### src/verilog/hdma_pkg.sv
// hdma_pkg: constants, field layout and carrier types of the hdlc descriptor memory engine
//
// Notes on behaviour
// receive descriptor: three reads, three write-backs
// transmit descriptor: three reads, two write-backs
// data words: one plus floor((n-1)/4)
// every memory access is a full word
// frames longer than buffer span descriptors
// two crc bytes added, never fetched
// hold command stops transmit memory accesses
// only a release command ends hold
// idle fill n sends n+1 characters; a fill count of 0 sends none
// no descriptor polling during idle fill
// held descriptor re-polled every slot
// normal polling once per four slots
// request bus, wait grant, one master
package hdma_pkg;

   ////////////////////////////////////////////////////////////////////////////
   // access counts
   localparam int unsigned DESC_READS = 3;
   localparam int unsigned RX_DESC_ACCESSES = 6;
   localparam int unsigned TX_DESC_ACCESSES = 5;
   localparam int unsigned CRC_BYTES = 2;
   localparam int unsigned POLL_SLOTS = 4;
   localparam int unsigned LEN_W = 13;
   localparam int unsigned WORDS_W = 11;
   localparam int unsigned FILL_W = 8;

   ////////////////////////////////////////////////////////////////////////////
   // descriptor word offsets and memory map around the control base
   localparam logic [31:0] DESC_CTRL_OFS = 32'h0000_0000;
   localparam logic [31:0] DESC_NEXT_OFS = 32'h0000_0004;
   localparam logic [31:0] DESC_BUF_OFS = 32'h0000_0008;
   localparam logic [31:0] RX_STAT_OFS = 32'h0000_000C;
   localparam logic [31:0] CDA_RX_OFS = 32'h0000_0000;
   localparam logic [31:0] CDA_TX_OFS = 32'h0000_0004;
   localparam logic [31:0] INTQ_OFS = 32'h0000_0008;

   ////////////////////////////////////////////////////////////////////////////
   // control word fields
   localparam int unsigned CTRL_HOLD_BIT = 31;
   localparam int unsigned CTRL_FE_BIT = 30;
   localparam int unsigned CTRL_FILL_LSB = 16;
   localparam int unsigned CTRL_LEN_LSB = 0;
   localparam int unsigned INT_TX_BIT = 31;
   localparam int unsigned INT_FE_BIT = 30;
   localparam logic [31:0] ZERO_WORD = 32'h0000_0000;
   localparam logic [3:0] BE_WORD = 4'hF;

   ////////////////////////////////////////////////////////////////////////////
   // carriers
   typedef struct packed {
      logic we;
      logic [31:0] addr;
      logic [31:0] wdata;
   } hdma_op_type;

   typedef struct packed {
      logic req;
      logic we;
      logic [3:0] be;
      logic [31:0] addr;
      logic [31:0] wdata;
   } hdma_bus_out_type;

   typedef struct packed {
      logic gnt;
      logic ack;
      logic [31:0] rdata;
   } hdma_bus_in_type;

   // words needed for n packed bytes
   function automatic logic [WORDS_W-1:0] hdma_words(input logic [LEN_W-1:0] n);
      logic [LEN_W-1:0] nm1;
      nm1 = n - 13'h0001;
      if (n == '0) begin
         return '0;
      end
      return WORDS_W'(nm1 >> 2) + 11'h001;
   endfunction

endpackage

### src/verilog/hdma_bus_unit.sv
// hdma_bus_unit: one-word bus master cycle with request, grant and acknowledge
`timescale 1ns/100ps
`default_nettype none
module hdma_bus_unit (
   input wire logic core_clk_in,
   input wire logic srst_in,
   input wire logic op_valid_in,
   input wire hdma_pkg::hdma_op_type op_in,
   output var logic op_done_out,
   output var logic [31:0] op_rdata_out,
   output var hdma_pkg::hdma_bus_out_type bus_out,
   input wire hdma_pkg::hdma_bus_in_type bus_in
);
   import hdma_pkg::*;

   typedef enum logic [1:0] {U_IDLE, U_REQ, U_XFER} hdma_ustate_type;
   hdma_ustate_type ust_r;

   ////////////////////////////////////////////////////////////////////////////
   // request held until grant, address phase held until acknowledge
   always_ff @(posedge core_clk_in) begin
      op_done_out <= 1'b0;
      if (srst_in) begin
         ust_r <= U_IDLE;
         bus_out <= '0;
         op_rdata_out <= '0;
      end else begin
         unique case (ust_r)
            U_IDLE: if (op_valid_in) begin
               bus_out.req <= 1'b1;
               ust_r <= U_REQ;
            end
            U_REQ: if (bus_in.gnt) begin
               bus_out.we <= op_in.we;
               bus_out.be <= BE_WORD;
               bus_out.addr <= op_in.addr;
               bus_out.wdata <= op_in.wdata;
               ust_r <= U_XFER;
            end
            U_XFER: if (bus_in.ack) begin
               bus_out <= '0;
               op_rdata_out <= bus_in.rdata;
               op_done_out <= 1'b1;
               ust_r <= U_IDLE;
            end
         endcase
      end
   end
endmodule
`default_nettype wire

### src/verilog/hdma_engine.sv
// hdma_engine: descriptor, data and write-back sequencing for one hdlc channel
`timescale 1ns/100ps
`default_nettype none
module hdma_engine (
   input wire logic core_clk_in,
   input wire logic srst_in,
   input wire logic slot_in,
   input wire logic chan_cmd_valid_in,
   input wire logic transmit_hold_cmd_in,
   input wire logic [31:0] chan_cmd_rx_addr_in,
   input wire logic [31:0] chan_cmd_tx_addr_in,
   input wire logic [31:0] ctl_base_in,
   input wire logic rx_req_in,
   input wire logic [hdma_pkg::LEN_W-1:0] rx_len_in,
   input wire logic rx_frame_end_in,
   input wire logic [31:0] rx_word_in,
   output var logic rx_word_take_out,
   output var logic rx_done_out,
   output var logic [31:0] tx_word_out,
   output var logic tx_word_valid_out,
   output var logic tx_frame_end_out,
   output var logic [hdma_pkg::LEN_W:0] tx_frame_bytes_out,
   output var logic tx_idle_fill_out,
   output var logic tx_held_out,
   output var hdma_pkg::hdma_bus_out_type bus_out,
   input wire hdma_pkg::hdma_bus_in_type bus_in
);
   import hdma_pkg::*;

   typedef enum logic [3:0] {
      ST_IDLE, ST_RX_DESC, ST_RX_DATA, ST_RX_CDA, ST_RX_STAT, ST_RX_INT,
      ST_TX_DESC, ST_TX_DATA, ST_TX_CDA, ST_TX_INT
   } hdma_state_type;

   hdma_state_type state_r, state_nxt;
   logic busy_r, op_done;
   logic [31:0] op_rdata;
   hdma_op_type op;
   logic [WORDS_W-1:0] idx_r;
   logic [2:0] desc_ops_r;
   logic [WORDS_W-1:0] data_ops_r;
   logic [31:0] rx_desc_r, tx_desc_r, next_r, buf_r, ctrl_r;
   logic [LEN_W-1:0] rx_left_r, chunk_r;
   logic rx_pend_r, rx_fe_r, desc_hold_r, poll_due_r;
   logic [1:0] slot_cnt_r;
   logic [FILL_W:0] idle_left_r, idle_nxt;

   ////////////////////////////////////////////////////////////////////////////
   // decode of the descriptor and of the access in flight
   wire is_tx = state_r inside {ST_TX_DESC, ST_TX_DATA, ST_TX_CDA, ST_TX_INT};
   wire is_data = state_r inside {ST_RX_DATA, ST_TX_DATA};
   wire [31:0] idx_ofs = {19'h0_0000, idx_r, 2'b00};
   wire [LEN_W-1:0] rd_len = op_rdata[CTRL_LEN_LSB +: LEN_W];
   wire [LEN_W-1:0] tx_len = ctrl_r[CTRL_LEN_LSB +: LEN_W];
   wire [FILL_W-1:0] idle_fill_count = ctrl_r[CTRL_FILL_LSB +: FILL_W];
   wire tx_fe = ctrl_r[CTRL_FE_BIT];
   wire [WORDS_W-1:0] data_words = hdma_words(chunk_r);
   wire [LEN_W-1:0] rx_chunk = (rx_left_r > rd_len) ? rd_len : rx_left_r;
   wire last_desc_rd = (idx_r == WORDS_W'(DESC_READS - 1));
   wire last_data = (idx_r == data_words - 11'h001);
   // a hold stops the transmit side at the next access boundary
   wire tx_abort = is_tx && tx_held_out && !busy_r;
   wire op_start = (state_r != ST_IDLE) && !busy_r && !tx_abort;
   // idle fill and channel hold both keep the poll from starting
   wire poll_ok = poll_due_r && !tx_held_out && (idle_left_r == '0);
   // frame end belongs only to the descriptor that holds the frame's last bytes
   wire rx_fe_last = rx_fe_r && (rx_left_r == chunk_r);
   wire [31:0] int_word = {is_tx, is_tx ? tx_fe : rx_fe_last, 30'h0000_0000};

   ////////////////////////////////////////////////////////////////////////////
   // address and data of the next word access
   always_comb begin
      op = '0;
      unique case (state_r)
         ST_IDLE: op = '0;
         ST_RX_DESC: op = '{1'b0, rx_desc_r + idx_ofs, ZERO_WORD};
         ST_RX_DATA: op = '{1'b1, buf_r + idx_ofs, rx_word_in};
         ST_RX_CDA: op = '{1'b1, ctl_base_in + CDA_RX_OFS, rx_desc_r};
         ST_RX_STAT: op = '{1'b1, rx_desc_r + RX_STAT_OFS,
                            {rx_fe_last, 18'h0_0000, chunk_r}};
         ST_RX_INT: op = '{1'b1, ctl_base_in + INTQ_OFS, int_word};
         ST_TX_DESC: op = '{1'b0, tx_desc_r + idx_ofs, ZERO_WORD};
         ST_TX_DATA: op = '{1'b0, buf_r + idx_ofs, ZERO_WORD};
         ST_TX_CDA: op = '{1'b1, ctl_base_in + CDA_TX_OFS, tx_desc_r};
         ST_TX_INT: op = '{1'b1, ctl_base_in + INTQ_OFS, int_word};
      endcase
   end

   ////////////////////////////////////////////////////////////////////////////
   // sequence: descriptor reads, data, write-backs
   always_comb begin
      state_nxt = state_r;
      unique case (state_r)
         ST_IDLE: if (rx_pend_r) state_nxt = ST_RX_DESC;
            else if (poll_ok) state_nxt = ST_TX_DESC;
         ST_RX_DESC: if (op_done && last_desc_rd) begin
            state_nxt = (data_words != '0) ? ST_RX_DATA : ST_RX_CDA;
         end
         ST_RX_DATA: if (op_done && last_data) state_nxt = ST_RX_CDA;
         ST_RX_CDA: if (op_done) state_nxt = ST_RX_STAT;
         ST_RX_STAT: if (op_done) state_nxt = ST_RX_INT;
         ST_RX_INT: if (op_done) state_nxt = ST_IDLE;
         ST_TX_DESC: if (tx_abort) state_nxt = ST_IDLE;
            else if (op_done && idx_r == '0 && op_rdata[CTRL_HOLD_BIT]) state_nxt = ST_IDLE;
            else if (op_done && last_desc_rd) begin
               state_nxt = (hdma_words(tx_len) != '0) ? ST_TX_DATA : ST_TX_CDA;
            end
         ST_TX_DATA: if (tx_abort) state_nxt = ST_IDLE;
            else if (op_done && last_data) state_nxt = ST_TX_CDA;
         ST_TX_CDA: if (tx_abort) state_nxt = ST_IDLE;
            else if (op_done) state_nxt = ST_TX_INT;
         ST_TX_INT: if (tx_abort) state_nxt = ST_IDLE;
            else if (op_done) state_nxt = ST_IDLE;
      endcase
   end

   // idle characters count down one per channel slot
   always_comb begin
      idle_nxt = idle_left_r;
      if (slot_in && idle_left_r != '0) idle_nxt = idle_left_r - 9'h001;
      if (state_r == ST_TX_INT && op_done && tx_fe && idle_fill_count != '0) begin
         idle_nxt = {1'b0, idle_fill_count} + 9'h001;
      end
   end

   ////////////////////////////////////////////////////////////////////////////
   // sequencer registers
   always_ff @(posedge core_clk_in) begin
      if (srst_in) begin
         state_r <= ST_IDLE;
         busy_r <= 1'b0;
         idx_r <= '0;
         desc_ops_r <= '0;
         data_ops_r <= '0;
      end else begin
         state_r <= state_nxt;
         busy_r <= op_start | (busy_r & ~op_done);
         idx_r <= (state_nxt != state_r) ? '0 : (op_done ? idx_r + 11'h001 : idx_r);
         desc_ops_r <= (state_r == ST_IDLE) ? '0 : desc_ops_r + 3'(op_done & ~is_data);
         data_ops_r <= (state_r == ST_IDLE) ? '0 : data_ops_r + 11'(op_done & is_data);
      end
   end

   // descriptor contents and chain pointers
   always_ff @(posedge core_clk_in) begin
      if (srst_in) begin
         {rx_desc_r, tx_desc_r, next_r, buf_r, ctrl_r} <= '0;
         chunk_r <= '0;
      end else begin
         if (op_done && state_r inside {ST_RX_DESC, ST_TX_DESC}) begin
            if (idx_r == 11'h000) ctrl_r <= op_rdata;
            if (idx_r == 11'h001) next_r <= op_rdata;
            if (idx_r == 11'h002) buf_r <= op_rdata;
         end
         if (op_done && state_r == ST_RX_DESC && idx_r == 11'h000) chunk_r <= rx_chunk;
         if (op_done && state_r == ST_TX_DESC && idx_r == 11'h002) chunk_r <= tx_len;
         if (op_done && state_r == ST_RX_INT) rx_desc_r <= next_r;
         if (op_done && state_r == ST_TX_INT) tx_desc_r <= next_r;
         if (chan_cmd_valid_in) begin
            rx_desc_r <= chan_cmd_rx_addr_in;
            tx_desc_r <= chan_cmd_tx_addr_in;
         end
      end
   end

   // receive work, remainder carried into the next descriptor
   always_ff @(posedge core_clk_in) begin
      if (srst_in) begin
         rx_pend_r <= 1'b0;
         rx_fe_r <= 1'b0;
         rx_left_r <= '0;
      end else if (rx_req_in && !rx_pend_r) begin
         rx_pend_r <= 1'b1;
         rx_left_r <= rx_len_in;
         rx_fe_r <= rx_frame_end_in;
      end else if (op_done && state_r == ST_RX_INT) begin
         rx_left_r <= rx_left_r - chunk_r;
         rx_pend_r <= (rx_left_r != chunk_r);
      end
   end

   // transmit hold, descriptor hold and poll pacing
   always_ff @(posedge core_clk_in) begin
      if (srst_in) begin
         tx_held_out <= 1'b0;
         desc_hold_r <= 1'b0;
         poll_due_r <= 1'b0;
         slot_cnt_r <= '0;
         idle_left_r <= '0;
         tx_idle_fill_out <= 1'b0;
      end else begin
         if (chan_cmd_valid_in) tx_held_out <= transmit_hold_cmd_in;
         if (op_done && state_r == ST_TX_DESC && idx_r == '0) begin
            desc_hold_r <= op_rdata[CTRL_HOLD_BIT];
         end
         if (slot_in) slot_cnt_r <= slot_cnt_r + 2'b01;
         // a slot landing on the poll start wins, so no due poll is lost
         if (slot_in && (desc_hold_r || slot_cnt_r == 2'(POLL_SLOTS - 1))) begin
            poll_due_r <= 1'b1;
         end else if (state_r == ST_IDLE && state_nxt == ST_TX_DESC) begin
            poll_due_r <= 1'b0;
         end
         idle_left_r <= idle_nxt;
         tx_idle_fill_out <= (idle_nxt != '0);
      end
   end

   // serial side strobes; crc bytes are added here, never read from memory
   always_ff @(posedge core_clk_in) begin
      if (srst_in) begin
         {rx_word_take_out, rx_done_out, tx_word_valid_out, tx_frame_end_out} <= '0;
         tx_word_out <= '0;
         tx_frame_bytes_out <= '0;
      end else begin
         rx_word_take_out <= op_done && state_r == ST_RX_DATA;
         rx_done_out <= op_done && state_r == ST_RX_INT;
         tx_word_valid_out <= op_done && state_r == ST_TX_DATA;
         if (op_done && state_r == ST_TX_DATA) tx_word_out <= op_rdata;
         tx_frame_end_out <= op_done && state_r == ST_TX_INT && tx_fe;
         if (op_done && state_r == ST_TX_INT) begin
            tx_frame_bytes_out <= {1'b0, tx_len} + (tx_fe ? 14'(CRC_BYTES) : 14'h0000);
         end
      end
   end

   hdma_bus_unit u_bus (
      .core_clk_in(core_clk_in),
      .srst_in(srst_in),
      .op_valid_in(op_start),
      .op_in(op),
      .op_done_out(op_done),
      .op_rdata_out(op_rdata),
      .bus_out(bus_out),
      .bus_in(bus_in)
   );
endmodule
`default_nettype wire

### config.mk
export PLATFORM = sky130hd
export DESIGN_NAME = hdma_engine
export DESIGN_NICKNAME = d
export VERILOG_FILES = /design/src/verilog/hdma_pkg.sv /design/src/verilog/hdma_bus_unit.sv /design/src/verilog/hdma_engine.sv
export SDC_FILE = /design/constraint.sdc
export NUM_CORES = 1
export LEC_CHECK = 0
export ABC_AREA = 1
export ABC_CLOCK_PERIOD_IN_PS = 6500
export BUFFER_PORTS_ARGS = -buffer_cell sky130_fd_sc_hd__buf_4
export CAP_MARGIN = 15
export CELL_PAD_IN_SITES_DETAIL_PLACEMENT = 1
export CELL_PAD_IN_SITES_GLOBAL_PLACEMENT = 1
export CORE_ASPECT_RATIO = 0.75
export CORE_MARGIN = 4
export CORE_UTILIZATION = 43
export CTS_BUF_LIST = sky130_fd_sc_hd__clkbuf_4 sky130_fd_sc_hd__clkbuf_8
export CTS_CLUSTER_DIAMETER = 200
export DETAILED_ROUTE_END_ITERATION = 10
export PLACE_DENSITY_LB_ADDON = 0.1
export SLEW_MARGIN = 20
export SYNTH_ARGS = -nofsm -noshare
export SYNTH_HDL_FRONTEND = slang
export SYNTH_HIERARCHICAL = 1
export SYNTH_SLANG_ARGS = --single-unit
### constraint.sdc
create_clock -name core_clk_in -period 6.5 [get_ports core_clk_in]
set_clock_uncertainty 0.15 [all_clocks]
set_input_delay 0.325 -clock core_clk_in [delete_from_list [all_inputs] [get_ports core_clk_in]]
set_output_delay 0.325 -clock core_clk_in [all_outputs]
set_load 0.02 [all_outputs]
==> metrics.txt <==
outcome=complete, no violations; post-DP HPWL=78370 um; most frequent cells in the layout=732 x nand2_1, 444 x nor2_1, 362 x inv_1; FMAX=176.6 MHz; Top Ports=304; Iter 0 DRT Violations=2422; clk buf depth=3; CP Launch Type=flop; multi-input combinational cell area=0.01315 sq mm; Die W=~270 um; CTS sink cnt=roughly 360; via count=27103; drt wl/cell=24.26 um; Pleak=roughly 12 nW; kind of critical path=flop to flop; Post-Route WL=approximately 110000 um; Final Slew Violations=0; die area=0.05627 sq mm; Rel. slew slack=0.2133; register area=0.007227 sq mm; root buffer cell=clkbuf_8; hold-fix buffers at CTS=126; CTS tree=done; # rows=72; dpl cell area=0.02514 sq mm; Nets=roughly 4100; period utilization=0.8713; Post-synth EDFFs=0; Hold Violations, Final=0; Synth Area per Inst=6.504 sq um; largest net degree at the start of global routing=just over 90; Mapped Area=0.02258 sq mm; post_cts resized=0; crit-path max cell delay=590 ps; commonest non-fill, non-tap cell in the layout=nand2_1; setup TNS=0 ps; # fillers=6923; endpoints failing setup=0; clock buffer count from CTS=66; syn_nets=around 3700; Worst Path Required=6920 ps; worst slew pin tran=around 1200 ps; worst-path fanout max=8; Cells after Synth=around 3500; Clock Pin Slew Worst Setup and Hold Paths=60 ps; first-pass GRT wire length=166900 um; fin area=0.02798 sq mm; RSZ-0062 raised after global routing=no; HP Class=primary input to flop; Initial Util=0.4366; Total Routing Usage GR=0.3823; PwrDens=303.7 mW/mm^2; Vias/cell=~5.9; fraction of layout cells with a size suffix above 1=0.1379; vias in the first global route=27590; area grow syn2layout=23.92%; Core Region=0.05171 sq mm; asr flop ratio synth=0; DIE HEIGHT=206.4 um; Remaining DRCs=0; GRT Residual Overflow=0; register bit count reported by yosys=around 360; antenna viol nets, final=0; Worst setup EP type=flop; # port buffers=303; initial antenna violation count=3; Arrival @ worst endpoint=6090 ps; min Tclk post-route=5663 ps; CP max stage cell=a21oi_1; synth warn=6; maximum vdd drop=0.2508 mV; sequential area share after synthesis=0.3201; Synth cell types=59; Pre-antenna DRT Iters=5; Synth Flop Type=dfxtp_1; most used cell, CP=nor2_1; Max H-tree Level=3; Setup Buffers After CTS=0; clk_lat worst skew=700 ps; gpl congestion=1.020; max-cap check violation count=0
==> cell usage after synthesis (all sizes together), types with 3 or more instances <==
| cell type | instances | share of area |
|---|---|---|
| a32oi | 3 | 0.0012 |
| ha | 67 | 0.037 |
| o221ai | 24 | 0.0093 |
| xnor2 | 16 | 0.0062 |
| buf | 50 | 0.015 |
| clkinv | 7 | 0.0012 |
| o211ai | 27 | 0.0090 |
| o21bai | 3 | 0.0010 |
| a22oi | 4 | 0.0013 |
| a21oi | 231 | 0.051 |
| nor3 | 63 | 0.014 |
| o31ai | 4 | 0.0013 |
| nand2 | 761 | 0.13 |
| a221o | 9 | 0.0040 |
| nand3b | 4 | 0.0013 |
| xor2 | 56 | 0.022 |
| fa | 3 | 0.0027 |
| o21a | 3 | 0.0010 |
| dfxtp | 361 | 0.32 |
| a221oi | 4 | 0.0016 |
| or2 | 3 | 0.00083 |
| nand4 | 45 | 0.012 |
| and3 | 3 | 0.00083 |
| a31oi | 95 | 0.026 |
| inv | 374 | 0.062 |
| nor4 | 20 | 0.0055 |
| o22ai | 18 | 0.0050 |
| a211oi | 71 | 0.024 |
| nor2 | 477 | 0.085 |
| clkbuf | 125 | 0.021 |
| o2111ai | 14 | 0.0054 |
| nand3 | 184 | 0.043 |
| o21ai | 326 | 0.072 |
==> sequential cells by signal, summed over array words and instances, names as in the netlist, 2 cells and up <==
signal and cells:
idx_r 11, state_r 4, buf_r 32, u_bus/bus_out 67, tx_word_out 32, next_r 32, u_bus/op_rdata_out 32, slot_cnt_r 2
rx_desc_r 32, tx_frame_bytes_out 14, tx_desc_r 32, rx_left_r 13, u_bus/ust_r 2, chunk_r 13, ctrl_r 22, idle_left_r 9
==> per-stage QoR <==
step | util | instances | worst slack [ps] | hold WS, ps | total power (W)
2_1_floorplan | - | 3471 | 1938 | 247.4 | 0.004682
5_1_grt | 0.5410 | 4571 | 303.7 | 83.77 | 0.008917
3_5_place_dp | 0.4862 | 4327 | 1051 | 321.0 | 0.005696
6_report | 0.5410 | 4571 | 836.6 | 84.27 | 0.008497
3_3_place_gp | 0.4862 | 4327 | 1234 | 313.7 | 0.005580
4_1_cts | 0.5407 | 4569 | 1002 | 19.70 | 0.008378
==> critical path, delay by kind of cell, from the launching register on <==
| kind | cells | cell delay, ps |
|---|---|---|
| adder cells (fa/ha/maj) | 1 | 450 |
| buffers and inverters | 4 | 440 |
| AO/OA/AOI/OAI | 8 | 1910 |
| flip-flops | 1 | 370 |
| AND/OR/NAND/NOR | 15 | 2220 |
==> where the power goes <==
group          leakage [nW]  switching, W  total [W]  internal [W]
clock                 0.815       0.00115    0.00265       0.00150
sequential             2.94      0.000253    0.00277       0.00251
combinational          8.13       0.00205    0.00308       0.00103
==> path summary, 6_finish.rpt <==
kind | startpoint | end | slack [ps] | depth (start not counted)
max | state_r[2] | u_bus/bus_out[60] | 840 | 28
min | ctl_base_in[4] | u_bus/bus_out[36] | 80 | 7
max reg2reg | state_r[2] | u_bus/bus_out[60] | 840 | 28
min reg2reg | poll_due_r | poll_due_r | 330 | 2
==> layer usage <==
| layer | wire length [um] | part of all wire | GRT usage | up-vias |
|---|---|---|---|---|
| met1 | 48410 | 0.44 | 0.5109 | 13250 |
| met2 | 49570 | 0.45 | 0.6163 | 1227 |
| met4 | 4730 | 0.043 | 0.1476 | 2 |
| met5 | 34 | 0.00031 | 0 | - |
| met3 | 8131 | 0.073 | 0.07010 | 280 |
| li1 | - | - | - | 12344 |
==> cell type report <==
cell class,count,area share
clock buffers,99,0.04513
clock inverters,17,0.01055
well taps,703,0.03144
multi-input cells,2554,0.4701
diodes,2,0.0001789
flip-flops and latches,361,0.2583
inverters,381,0.05121
repair buffers,454,0.1331
==> logic make-up (layout without fill, tap and decap cells) <==
| logic type | Yosys count | in the layout | share of synthesized area |
|---|---|---|---|
| other | 0 | 2 | 0 |
| adder cells (fa/ha/maj) | 70 | 70 | 0.03979 |
| AND/OR/NAND/NOR | 1563 | 1563 | 0.2941 |
| XOR/XNOR | 72 | 72 | 0.02793 |
| flip-flops | 361 | 361 | 0.3201 |
| buffers and inverters | 556 | 951 | 0.09981 |
| AO/OA/AOI/OAI | 849 | 849 | 0.2183 |
Power figures use the tool's default switching activity.
